<file path="config.mk">
export PLATFORM = sky130hd
export DESIGN_NAME = pswc_ctrl
export DESIGN_NICKNAME = d
export VERILOG_FILES = /design/src/rtl/pswc_pkg.sv /design/src/rtl/pswc_cfg_rom.sv /design/src/rtl/pswc_ctrl.sv
export SDC_FILE = /design/constraint.sdc
export NUM_CORES = 1
export LEC_CHECK = 0
export BUFFER_PORTS_ARGS = -buffer_cell sky130_fd_sc_hd__buf_2
export CAP_MARGIN = 10
export CELL_PAD_IN_SITES_DETAIL_PLACEMENT = 1
export CELL_PAD_IN_SITES_GLOBAL_PLACEMENT = 2
export CORE_UTILIZATION = 14
export CTS_BUF_LIST = sky130_fd_sc_hd__clkbuf_8
export CTS_CLUSTER_DIAMETER = 200
export CTS_CLUSTER_SIZE = 28
export DETAILED_ROUTE_END_ITERATION = 6
export PLACE_DENSITY = 0.8
export SYNTH_ARGS = -nofsm -noshare
export SYNTH_HDL_FRONTEND = slang
export SYNTH_SLANG_ARGS = --single-unit
</file>
<file path="constraint.sdc">
create_clock -name core_clk_in -period 1.4 [get_ports core_clk_in]
set_clock_uncertainty 0.05 [all_clocks]
set_input_delay 0.07 -clock core_clk_in [delete_from_list [all_inputs] [get_ports core_clk_in]]
set_output_delay 0.07 -clock core_clk_in [all_outputs]
set_load 0.05 [all_outputs]
</file>
<file path="src/rtl/pswc_pkg.sv">
package pswc_pkg;
  localparam int          TUNE_W          = 4;
  localparam logic [15:0] TUNE_RESET      = 16'h0000;
  localparam logic [15:0] TUNE_FIELD_MASK = 16'h000F;
  localparam logic [3:0]  TUNE_MAX        = 4'h7;
  localparam logic [3:0]  TUNE_CENTRE     = 4'h0;
  localparam logic [3:0]  TUNE_MIN        = 4'h8;
  localparam int          CFG_COUNT       = 7;
  localparam int          CFG_W           = 24;
  localparam int          CFG_DATA_W      = 16;
  localparam logic [23:0] CFG_BASE        = 24'hF80000;
  localparam logic [23:0] CFG_LAST        = 24'hF8000C;
  localparam logic [23:0] OSC_CFG_ADDR    = 24'hF80000;
  localparam logic [23:0] WDT_CFG_ADDR    = 24'hF80002;
  localparam logic [23:0] BOR_CFG_ADDR    = 24'hF80004;
  localparam logic [23:0] BOOT_CFG_ADDR   = 24'hF80006;
  localparam logic [23:0] SEC_CFG_ADDR    = 24'hF80008;
  localparam logic [23:0] GEN_CFG_ADDR    = 24'hF8000A;
  localparam logic [23:0] DBG_CFG_ADDR    = 24'hF8000C;
  localparam logic [CFG_COUNT*24-1:0] CFG_DEFAULT = {CFG_COUNT{24'h00FFFF}};

  typedef enum logic [1:0] {
    PSWC_RUN   = 2'h0,
    PSWC_SLEEP = 2'h1,
    PSWC_IDLE  = 2'h2,
    PSWC_WAIT  = 2'h3
  } pswc_state_t;
endpackage : pswc_pkg

</file>
<file path="src/rtl/pswc_cfg_rom.sv">
`timescale 1ns/1ps
// Configuration word read port, one cycle latency
module pswc_cfg_rom
  import pswc_pkg::*;
#(
  parameter logic [CFG_COUNT*24-1:0] CFG_VALUES = CFG_DEFAULT
)
(
  input  wire logic        core_clk_in,
  input  wire logic        rst_in,
  input  wire logic        rd_en_in,
  input  wire logic [23:0] rd_addr_in,
  output logic             hit_out,
  output logic      [23:0] rd_data_out
);
  import pswc_pkg::*;

  logic [CFG_COUNT-1:0] sel;

  // Even addresses from base to last, one word each
  genvar g;
  generate
    for (g = 0; g < CFG_COUNT; g++)
    begin : g_dec
      assign sel[g] = (rd_addr_in == CFG_BASE + 24'(2 * g));
    end
  endgenerate

  assign hit_out = |sel;

  always_ff @(posedge core_clk_in or posedge rst_in)
  begin
    if (rst_in)
      rd_data_out <= 24'h000000;
    else if (rd_en_in)
    begin
      rd_data_out <= 24'h000000;
      for (int i = 0; i < CFG_COUNT; i++)
        if (sel[i])
          rd_data_out <= {8'h00, CFG_VALUES[i*24 +: CFG_DATA_W]};
    end
  end
endmodule : pswc_cfg_rom

</file>
<file path="src/rtl/pswc_ctrl.sv">
`timescale 1ns/1ps
// Function
// - Four-bit tuning field in bits 3..0, read/write, zero at power-on.
// - Tuning field is a signed step: 0 centre, 7 maximum, 8 minimum.
// - Tuning bits 15..4 read zero and ignore writes.
// - Sleep wakes on enabled, priority-qualified interrupt; sets sleep flag.
// - Oscillator dead after delays with monitor on: trap, switch to fast RC.
// - Oscillator dead with monitor off: stay asleep until clock starts.
// - Every reset wakes from sleep; non-power-on sets sleep flag, power-on clears.
// - Watchdog time-out in sleep wakes and sets sleep and watchdog flags.
// - Idle gates core clock; clock source keeps running, peripherals run unless stopped.
// - Peripheral idle-control bits decide whether each peripheral runs in idle.
// - Low-power RC fail-safe clock stays on in idle when monitor enabled.
// - Idle exits on qualified interrupt, power-on, brown-out, pin reset, watchdog.
// - Idle wake restores core clock and resumes at the next instruction.
// - Idle wake inserts no start-up delay.
// - Interrupt wake from idle is serviced and sets idle flag.
// - Non-power-on reset sets idle flag; power-on reset clears it.
// - Watchdog time-out in idle wakes and sets idle and watchdog flags.
// - Configuration words are 24 bits, only the lower 16 hold data.
// - Seven readable configuration words at even addresses F80000..F8000C.
module pswc_ctrl
  import pswc_pkg::*;
#(
  parameter int                      NUM_PERIPH = 8,
  parameter logic [CFG_COUNT*24-1:0] CFG_VALUES = CFG_DEFAULT
)
(
  input  wire logic                  core_clk_in,
  input  wire logic                  rst_in,
  input  wire logic                  tune_wr_in,
  input  wire logic [15:0]           tune_wdata_in,
  output logic      [15:0]           tune_rdata_out,
  output logic signed [pswc_pkg::TUNE_W-1:0] tune_step_out,
  input  wire logic                  cfg_rd_in,
  input  wire logic [23:0]           cfg_addr_in,
  output logic      [23:0]           cfg_rdata_out,
  output logic                       cfg_hit_out,
  input  wire logic                  sleep_req_in,
  input  wire logic                  idle_req_in,
  input  wire logic                  irq_pending_in,
  input  wire logic                  irq_enable_in,
  input  wire logic                  irq_prio_ok_in,
  input  wire logic                  por_in,
  input  wire logic                  bor_in,
  input  wire logic                  pin_reset_in,
  input  wire logic                  other_reset_in,
  input  wire logic                  wdt_enable_in,
  input  wire logic                  wdt_timeout_in,
  input  wire logic                  startup_done_in,
  input  wire logic                  osc_running_in,
  input  wire logic                  fail_safe_clock_monitor_enable_in,
  input  wire logic                  xtal_reenable_in,
  input  wire logic [NUM_PERIPH-1:0] periph_idle_stop_in,
  input  wire logic                  flag_clr_sleep_in,
  input  wire logic                  flag_clr_idle_in,
  input  wire logic                  flag_clr_wdt_in,
  output logic                       core_clk_en_out,
  output logic [NUM_PERIPH-1:0]      periph_clk_en_out,
  output logic                       clk_src_en_out,
  output logic                       low_power_rc_oscillator_en_out,
  output logic                       use_frc_out,
  output logic                       clk_fail_trap_out,
  output logic                       irq_service_out,
  output logic                       sleep_flag_out,
  output logic                       idle_flag_out,
  output logic                       wdt_flag_out,
  output logic [1:0]                 state_out
);
  import pswc_pkg::*;

  pswc_state_t state;
  pswc_state_t next_state;
  logic [TUNE_W-1:0] tune_step;
  logic irq_wake;
  logic any_reset;
  logic soft_reset;
  logic osc_ok;
  logic wake_sleep_ev;
  logic wake_idle_ev;

  assign irq_wake   = irq_pending_in & irq_enable_in & irq_prio_ok_in;
  assign soft_reset = bor_in | pin_reset_in | other_reset_in;
  assign any_reset  = por_in | soft_reset;
  assign osc_ok     = osc_running_in & startup_done_in;

  // Tuning register
  always_ff @(posedge core_clk_in or posedge rst_in)
  begin
    if (rst_in)
      tune_step <= TUNE_RESET[TUNE_W-1:0];
    else if (por_in)
      tune_step <= TUNE_RESET[TUNE_W-1:0];
    else if (tune_wr_in)
      tune_step <= tune_wdata_in[TUNE_W-1:0];
  end

  assign tune_rdata_out = {12'h000, tune_step} & TUNE_FIELD_MASK;
  assign tune_step_out  = $signed(tune_step);

  // Power-save state machine
  always_comb
  begin
    next_state = state;
    case (state)
      PSWC_RUN:
        if (sleep_req_in)
          next_state = PSWC_SLEEP;
        else if (idle_req_in)
          next_state = PSWC_IDLE;
      PSWC_SLEEP:
        if (any_reset || irq_wake || (wdt_enable_in && wdt_timeout_in))
          next_state = PSWC_WAIT;
      PSWC_WAIT:
        if (osc_ok || (startup_done_in && fail_safe_clock_monitor_enable_in) || any_reset)
          next_state = PSWC_RUN;
      PSWC_IDLE:
        if (any_reset || irq_wake || (wdt_enable_in && wdt_timeout_in))
          next_state = PSWC_RUN;
      default:
        next_state = PSWC_RUN;
    endcase
  end

  always_ff @(posedge core_clk_in or posedge rst_in)
  begin
    if (rst_in)
      state <= PSWC_RUN;
    else
      state <= next_state;
  end

  assign wake_sleep_ev = (state == PSWC_SLEEP) && (next_state != PSWC_SLEEP);
  assign wake_idle_ev  = (state == PSWC_IDLE) && (next_state != PSWC_IDLE);

  // Core clock gated in sleep, idle and while waiting for oscillator
  assign core_clk_en_out = (state == PSWC_RUN);
  assign clk_src_en_out  = (state != PSWC_SLEEP);
  assign low_power_rc_oscillator_en_out     = fail_safe_clock_monitor_enable_in;

  // Peripherals run in idle unless their stop bit is set
  genvar p;
  generate
    for (p = 0; p < NUM_PERIPH; p++)
    begin : g_periph
      assign periph_clk_en_out[p] = (state == PSWC_RUN)
                                  || ((state == PSWC_IDLE) && !periph_idle_stop_in[p]);
    end
  endgenerate

  // Clock failure trap and fast RC fallback
  always_ff @(posedge core_clk_in or posedge rst_in)
  begin
    if (rst_in)
    begin
      use_frc_out       <= 1'b0;
      clk_fail_trap_out <= 1'b0;
    end
    else
    begin
      clk_fail_trap_out <= (state == PSWC_WAIT) && startup_done_in
                           && !osc_running_in && fail_safe_clock_monitor_enable_in;
      if ((state == PSWC_WAIT) && startup_done_in && !osc_running_in && fail_safe_clock_monitor_enable_in)
        use_frc_out <= 1'b1;
      else if (xtal_reenable_in)
        use_frc_out <= 1'b0;
    end
  end

  // Interrupt service request on wake
  always_ff @(posedge core_clk_in or posedge rst_in)
  begin
    if (rst_in)
      irq_service_out <= 1'b0;
    else
      irq_service_out <= (wake_sleep_ev || wake_idle_ev) && irq_wake && !any_reset;
  end

  // Status flags, set wins over software clear
  always_ff @(posedge core_clk_in or posedge rst_in)
  begin
    if (rst_in)
    begin
      sleep_flag_out <= 1'b0;
      idle_flag_out  <= 1'b0;
      wdt_flag_out   <= 1'b0;
    end
    else if (por_in)
    begin
      sleep_flag_out <= 1'b0;
      idle_flag_out  <= 1'b0;
      wdt_flag_out   <= 1'b0;
    end
    else
    begin
      if (wake_sleep_ev || soft_reset)
        sleep_flag_out <= 1'b1;
      else if (flag_clr_sleep_in)
        sleep_flag_out <= 1'b0;
      if ((wake_idle_ev && irq_wake) || soft_reset
          || (state == PSWC_IDLE && wdt_enable_in && wdt_timeout_in))
        idle_flag_out <= 1'b1;
      else if (flag_clr_idle_in)
        idle_flag_out <= 1'b0;
      if ((wake_sleep_ev || wake_idle_ev) && wdt_enable_in && wdt_timeout_in)
        wdt_flag_out <= 1'b1;
      else if (flag_clr_wdt_in)
        wdt_flag_out <= 1'b0;
    end
  end

  assign state_out = state;

  pswc_cfg_rom #(
    .CFG_VALUES (CFG_VALUES)
  ) u_cfg (
    .core_clk_in (core_clk_in),
    .rst_in      (rst_in),
    .rd_en_in    (cfg_rd_in),
    .rd_addr_in  (cfg_addr_in),
    .hit_out     (cfg_hit_out),
    .rd_data_out (cfg_rdata_out)
  );

  chk_tune_reads_masked: assert property (@(posedge core_clk_in) disable iff (rst_in)
    tune_rdata_out[15:4] == 12'h000) else $error("tuning upper bits not zero");
  chk_tune_write_lands: assert property (@(posedge core_clk_in) disable iff (rst_in)
    tune_wr_in && !por_in |=> tune_rdata_out == {12'h000, $past(tune_wdata_in[3:0])})
    else $error("tuning write lost");
  chk_sleep_irq_wake: assert property (@(posedge core_clk_in) disable iff (rst_in)
    state == PSWC_SLEEP && irq_wake && !por_in |=> sleep_flag_out && state == PSWC_WAIT)
    else $error("sleep interrupt wake missing");
  chk_idle_fast_exit: assert property (@(posedge core_clk_in) disable iff (rst_in)
    state == PSWC_IDLE && irq_wake && !por_in |=> core_clk_en_out && idle_flag_out)
    else $error("idle wake delayed");
  chk_por_clears_flags: assert property (@(posedge core_clk_in) disable iff (rst_in)
    por_in |=> !sleep_flag_out && !idle_flag_out) else $error("power-on left flags");
  chk_soft_reset_flags: assert property (@(posedge core_clk_in) disable iff (rst_in)
    soft_reset && !por_in |=> sleep_flag_out && idle_flag_out)
    else $error("reset flags not set");
  chk_wdt_sleep_flags: assert property (@(posedge core_clk_in) disable iff (rst_in)
    state == PSWC_SLEEP && wdt_enable_in && wdt_timeout_in && !por_in
    |=> wdt_flag_out && sleep_flag_out) else $error("watchdog wake flags");
  chk_wait_no_fail_safe_clock_monitor: assert property (@(posedge core_clk_in) disable iff (rst_in)
    state == PSWC_WAIT && !osc_running_in && !fail_safe_clock_monitor_enable_in && !any_reset
    |=> state == PSWC_WAIT && !core_clk_en_out) else $error("ran without clock");
  chk_fail_safe_clock_monitor_trap: assert property (@(posedge core_clk_in) disable iff (rst_in)
    state == PSWC_WAIT && startup_done_in && !osc_running_in && fail_safe_clock_monitor_enable_in
    |=> clk_fail_trap_out && use_frc_out) else $error("clock failure trap missing");
  chk_idle_gating: assert property (@(posedge core_clk_in) disable iff (rst_in)
    state == PSWC_IDLE |-> !core_clk_en_out && clk_src_en_out)
    else $error("idle gating wrong");
endmodule : pswc_ctrl

</file>
==> impl_results.md <==
- Seq/Total Area, Yosys: 31.0%
- Final instance count without filler cells: 310
- Final ANT Viol Nets: 0
- Ports: 134
- H-tree Lvls: 1
- FF+latch area: 328 um2
- Req. time, crit path: around 1300 ps
- # clock sinks: 13
- Worst reg-to-reg path cell count: 4
- GP Congestion: 0.663
- Drc violations: 0
- P&R area growth vs syn: 52.3%
- Die area: 0.00784 mm2
- Slew Viols, Final: 0
- Power, Total: 0.00269 W
- Syn Inst Count: 125
- Maxcap violations: 0
- Total GRT Usage: 7.73%
- GR Overflow Total: 0
- HP Start: tune_wdata_in[3]
- Clock transition at path regs: ~60 ps
- Width of the chip: ~90 um
- Largest stage delay, worst path: between 400 and 500 ps
- Sequential share of power: 17.7%
- Outcome: finished clean
- CTS Buffer Depth: 2
- Sw Share: roughly 56%
- Synth cell types: 28
- Layout Utilization: 22.0%
- Worst-Margin Slew: 521 ps
- Ant diodes: 0
- IO Port Bufs: 101
- DR vias: approximately 1100
- Syn. warnings: 0
- CORE AREA: around 0.0073 mm2
- Drt via density: 3.57
- Critical Path Start: state_out[1]
- PwrDens: about 1700 mW/mm2
- Maximum VDD drop: 0.000922 V
- Cell chain of the critical path: buf_12 > a21oi_1 > buf_4
- Arr. time, crit path: about 1200 ps
- FMAX: 0.777 GHz
- CP startpoint kind: flip-flop
- Primary FF master, synth: dfrtp_1
- Yosys reg bits: 13
- Pre-CTS setup slack: 122 ps
- Placed Area: 0.00145 mm2
- RR Startpoint: state_out[1]
- Period Utilization, post-route: 91.9%
- Initial antenna violation count: 0
- Crit Path Class: reg -> out
- Min Tclk post-route: 1290 ps
- Layout cells sized above 1: 55.9%
- Lkg Pwr: 0.901 nW
- Most frequent cells in the layout: buf_2 (91), conb_1 (20), buf_4 (12)
- DRT iter0 DRCs: 32
- Row cnt: 31
- Share of total power in the clock network: 12.3%
- CTS tree: done
- Routed wire length: 3.12 mm
- WHS Path Cells: 3
- Initial Utilization: 14.5%
- Int Pwr: approximately 0.0012 W
- Worst R2R End: wdt_flag_out
- Setup violators final: 0
- Multi-input logic area: 463 um2
- Die Span Y: just under 90 um
- Cell Area, Synth: 0.00105 mm2
- CTS root buffer: clkbuf_8
- Combinational Power Share: 70.0%
- Clk_lat worst skew: 240 ps
- EDFF count, synth: 0
- # fillers: about 920
- HPWL Detailed: 2.63 mm
- DRT Pass-1 Iters: 2
- Cells after DPL: 299
- NetSw: around 0.0015 W
- First-pass GRT wire length: 4.61 mm
- Num CTS Buffers: 3
- Final setup margin: 113 ps
- Fraction of registers with async set/reset: 100%
- Total Nets Final: between 200 and 300
- Hold WC Path Type: in -> reg
- Vias in the first global route: a little over 1000
- Critical-path top delay cell: dfrtp_2
- Relative slew slack: 65.2%
- Synth Area per Inst: ~8.4 um2
- Final Instance Area: 0.00160 mm2
- Worst setup EP type: output pin
- Drt wl/cell: 10.1 um
- RSZ-0062 raised after global routing: false
- Reg-to-reg setup timing slack: 240 ps
- Min-Delay Endpoint: tune_step_out[3]
- Largest net degree at the start of global routing: 18
- Hold Violations, Final: 0
- Worst-path fanout max: 12
- Most common cell after layout, fill and taps aside: buf_2
power by group through the flow:
stage	combinational (W)	clock (W)	sequential, W
final	0.00189	0.000331	0.000475
after global routing	0.00198	0.000374	0.000485
after CTS	0.00183	0.000353	0.000508
after detailed placement	0.00156	0	0.000575
after global placement	0.00155	0	0.000573
after floorplan	0.00117	0	0.000641
layout make-up:
cell class / count / area share, %
clock buffers: 3 / 2.59
well taps: 99 / 7.76
multi-input cells: 79 / 29.0
flip-flops and latches: 13 / 20.5
repair buffers: 109 / 38.5
inverters: 6 / 1.41
clock inverters: 1 / 0.235
how the worst max path moves through the flow:
| stage | endpoint | slack [ps] |
|---|---|---|
| floorplan | periph_clk_en_out[1] | -440 |
| global placement | cfg_hit_out | 120 |
| detailed placement | cfg_hit_out | 120 |
| CTS | periph_clk_en_out[6] | 30 |
| global route | cfg_hit_out | 20 |
| finish | periph_clk_en_out[4] | 110 |
state kept, by name, indices dropped and copies added (netlist names):
| signal | cells |
|---|---|
| clk_fail_trap_out | 1 |
| idle_flag_out | 1 |
| irq_service_out | 1 |
| sleep_flag_out | 1 |
| state_out | 2 |
| tune_step_out | 4 |
| u_cfg.rd_data_out | 1 |
| use_frc_out | 1 |
| wdt_flag_out | 1 |
per-layer routing:
metal  GRT usage, %  vias to the layer above  routed length, um  part of all wire [%]
li1               -                      535                  -                     -
met1           8.52                      496               1280                    41
met2           14.5                       74               1540                    49
met3           1.68                        2                282                   9.0
met4           2.64                        0                 18                  0.58
met5              0                        -                  0                     0
cell usage after synthesis (2+ instances only):
cell,number,area (um2)
buf_4,41,308
dfrtp_1,13,325
a21oi_1,9,45.0
nor2_1,9,33.8
inv_1,6,22.5
nand3_1,5,25.0
clkbuf_1,4,15.0
mux2i_1,4,40.0
nand2_1,4,15.0
nand2b_1,4,25.0
nor4_1,4,25.0
a31oi_1,2,12.5
nor3_1,2,10.0
nor3b_1,2,15.0
o21ai_0,2,10.0
or4_4,2,22.5
kinds of logic after synthesis:
kind of cell           synth area share, %
AND/OR/NAND/NOR                       18.5
multiplexers                          3.82
other                                0.358
XOR/XNOR                             0.835
buffers and inverters                 33.4
AO/OA/AOI/OAI                         12.1
flip-flops                            31.0
critical path, delay by kind of cell, from the launching register on:
family	cells	cell delay, ps
flip-flops	1	430
buffers and inverters	2	370
AO/OA/AOI/OAI	1	130
repair_timing:
action | 4_1_cts | 5_1_grt
hold endpoints to repair | 15 | 0
buffers inserted | 2 | 2
gates resized for setup | 10 | 1
endpoints found under the setup margin | 10 | 4
hold buffers | 3 | 0
per-stage QoR:
step                hold WS, ps  setup TNS [ps]
floorplan                  -103           -3520
global placement            108               0
detailed placement         97.2               0
CTS                        31.1               0
global route               34.1               0
finish                     29.0               0
(Power assumes the default switching activity.)
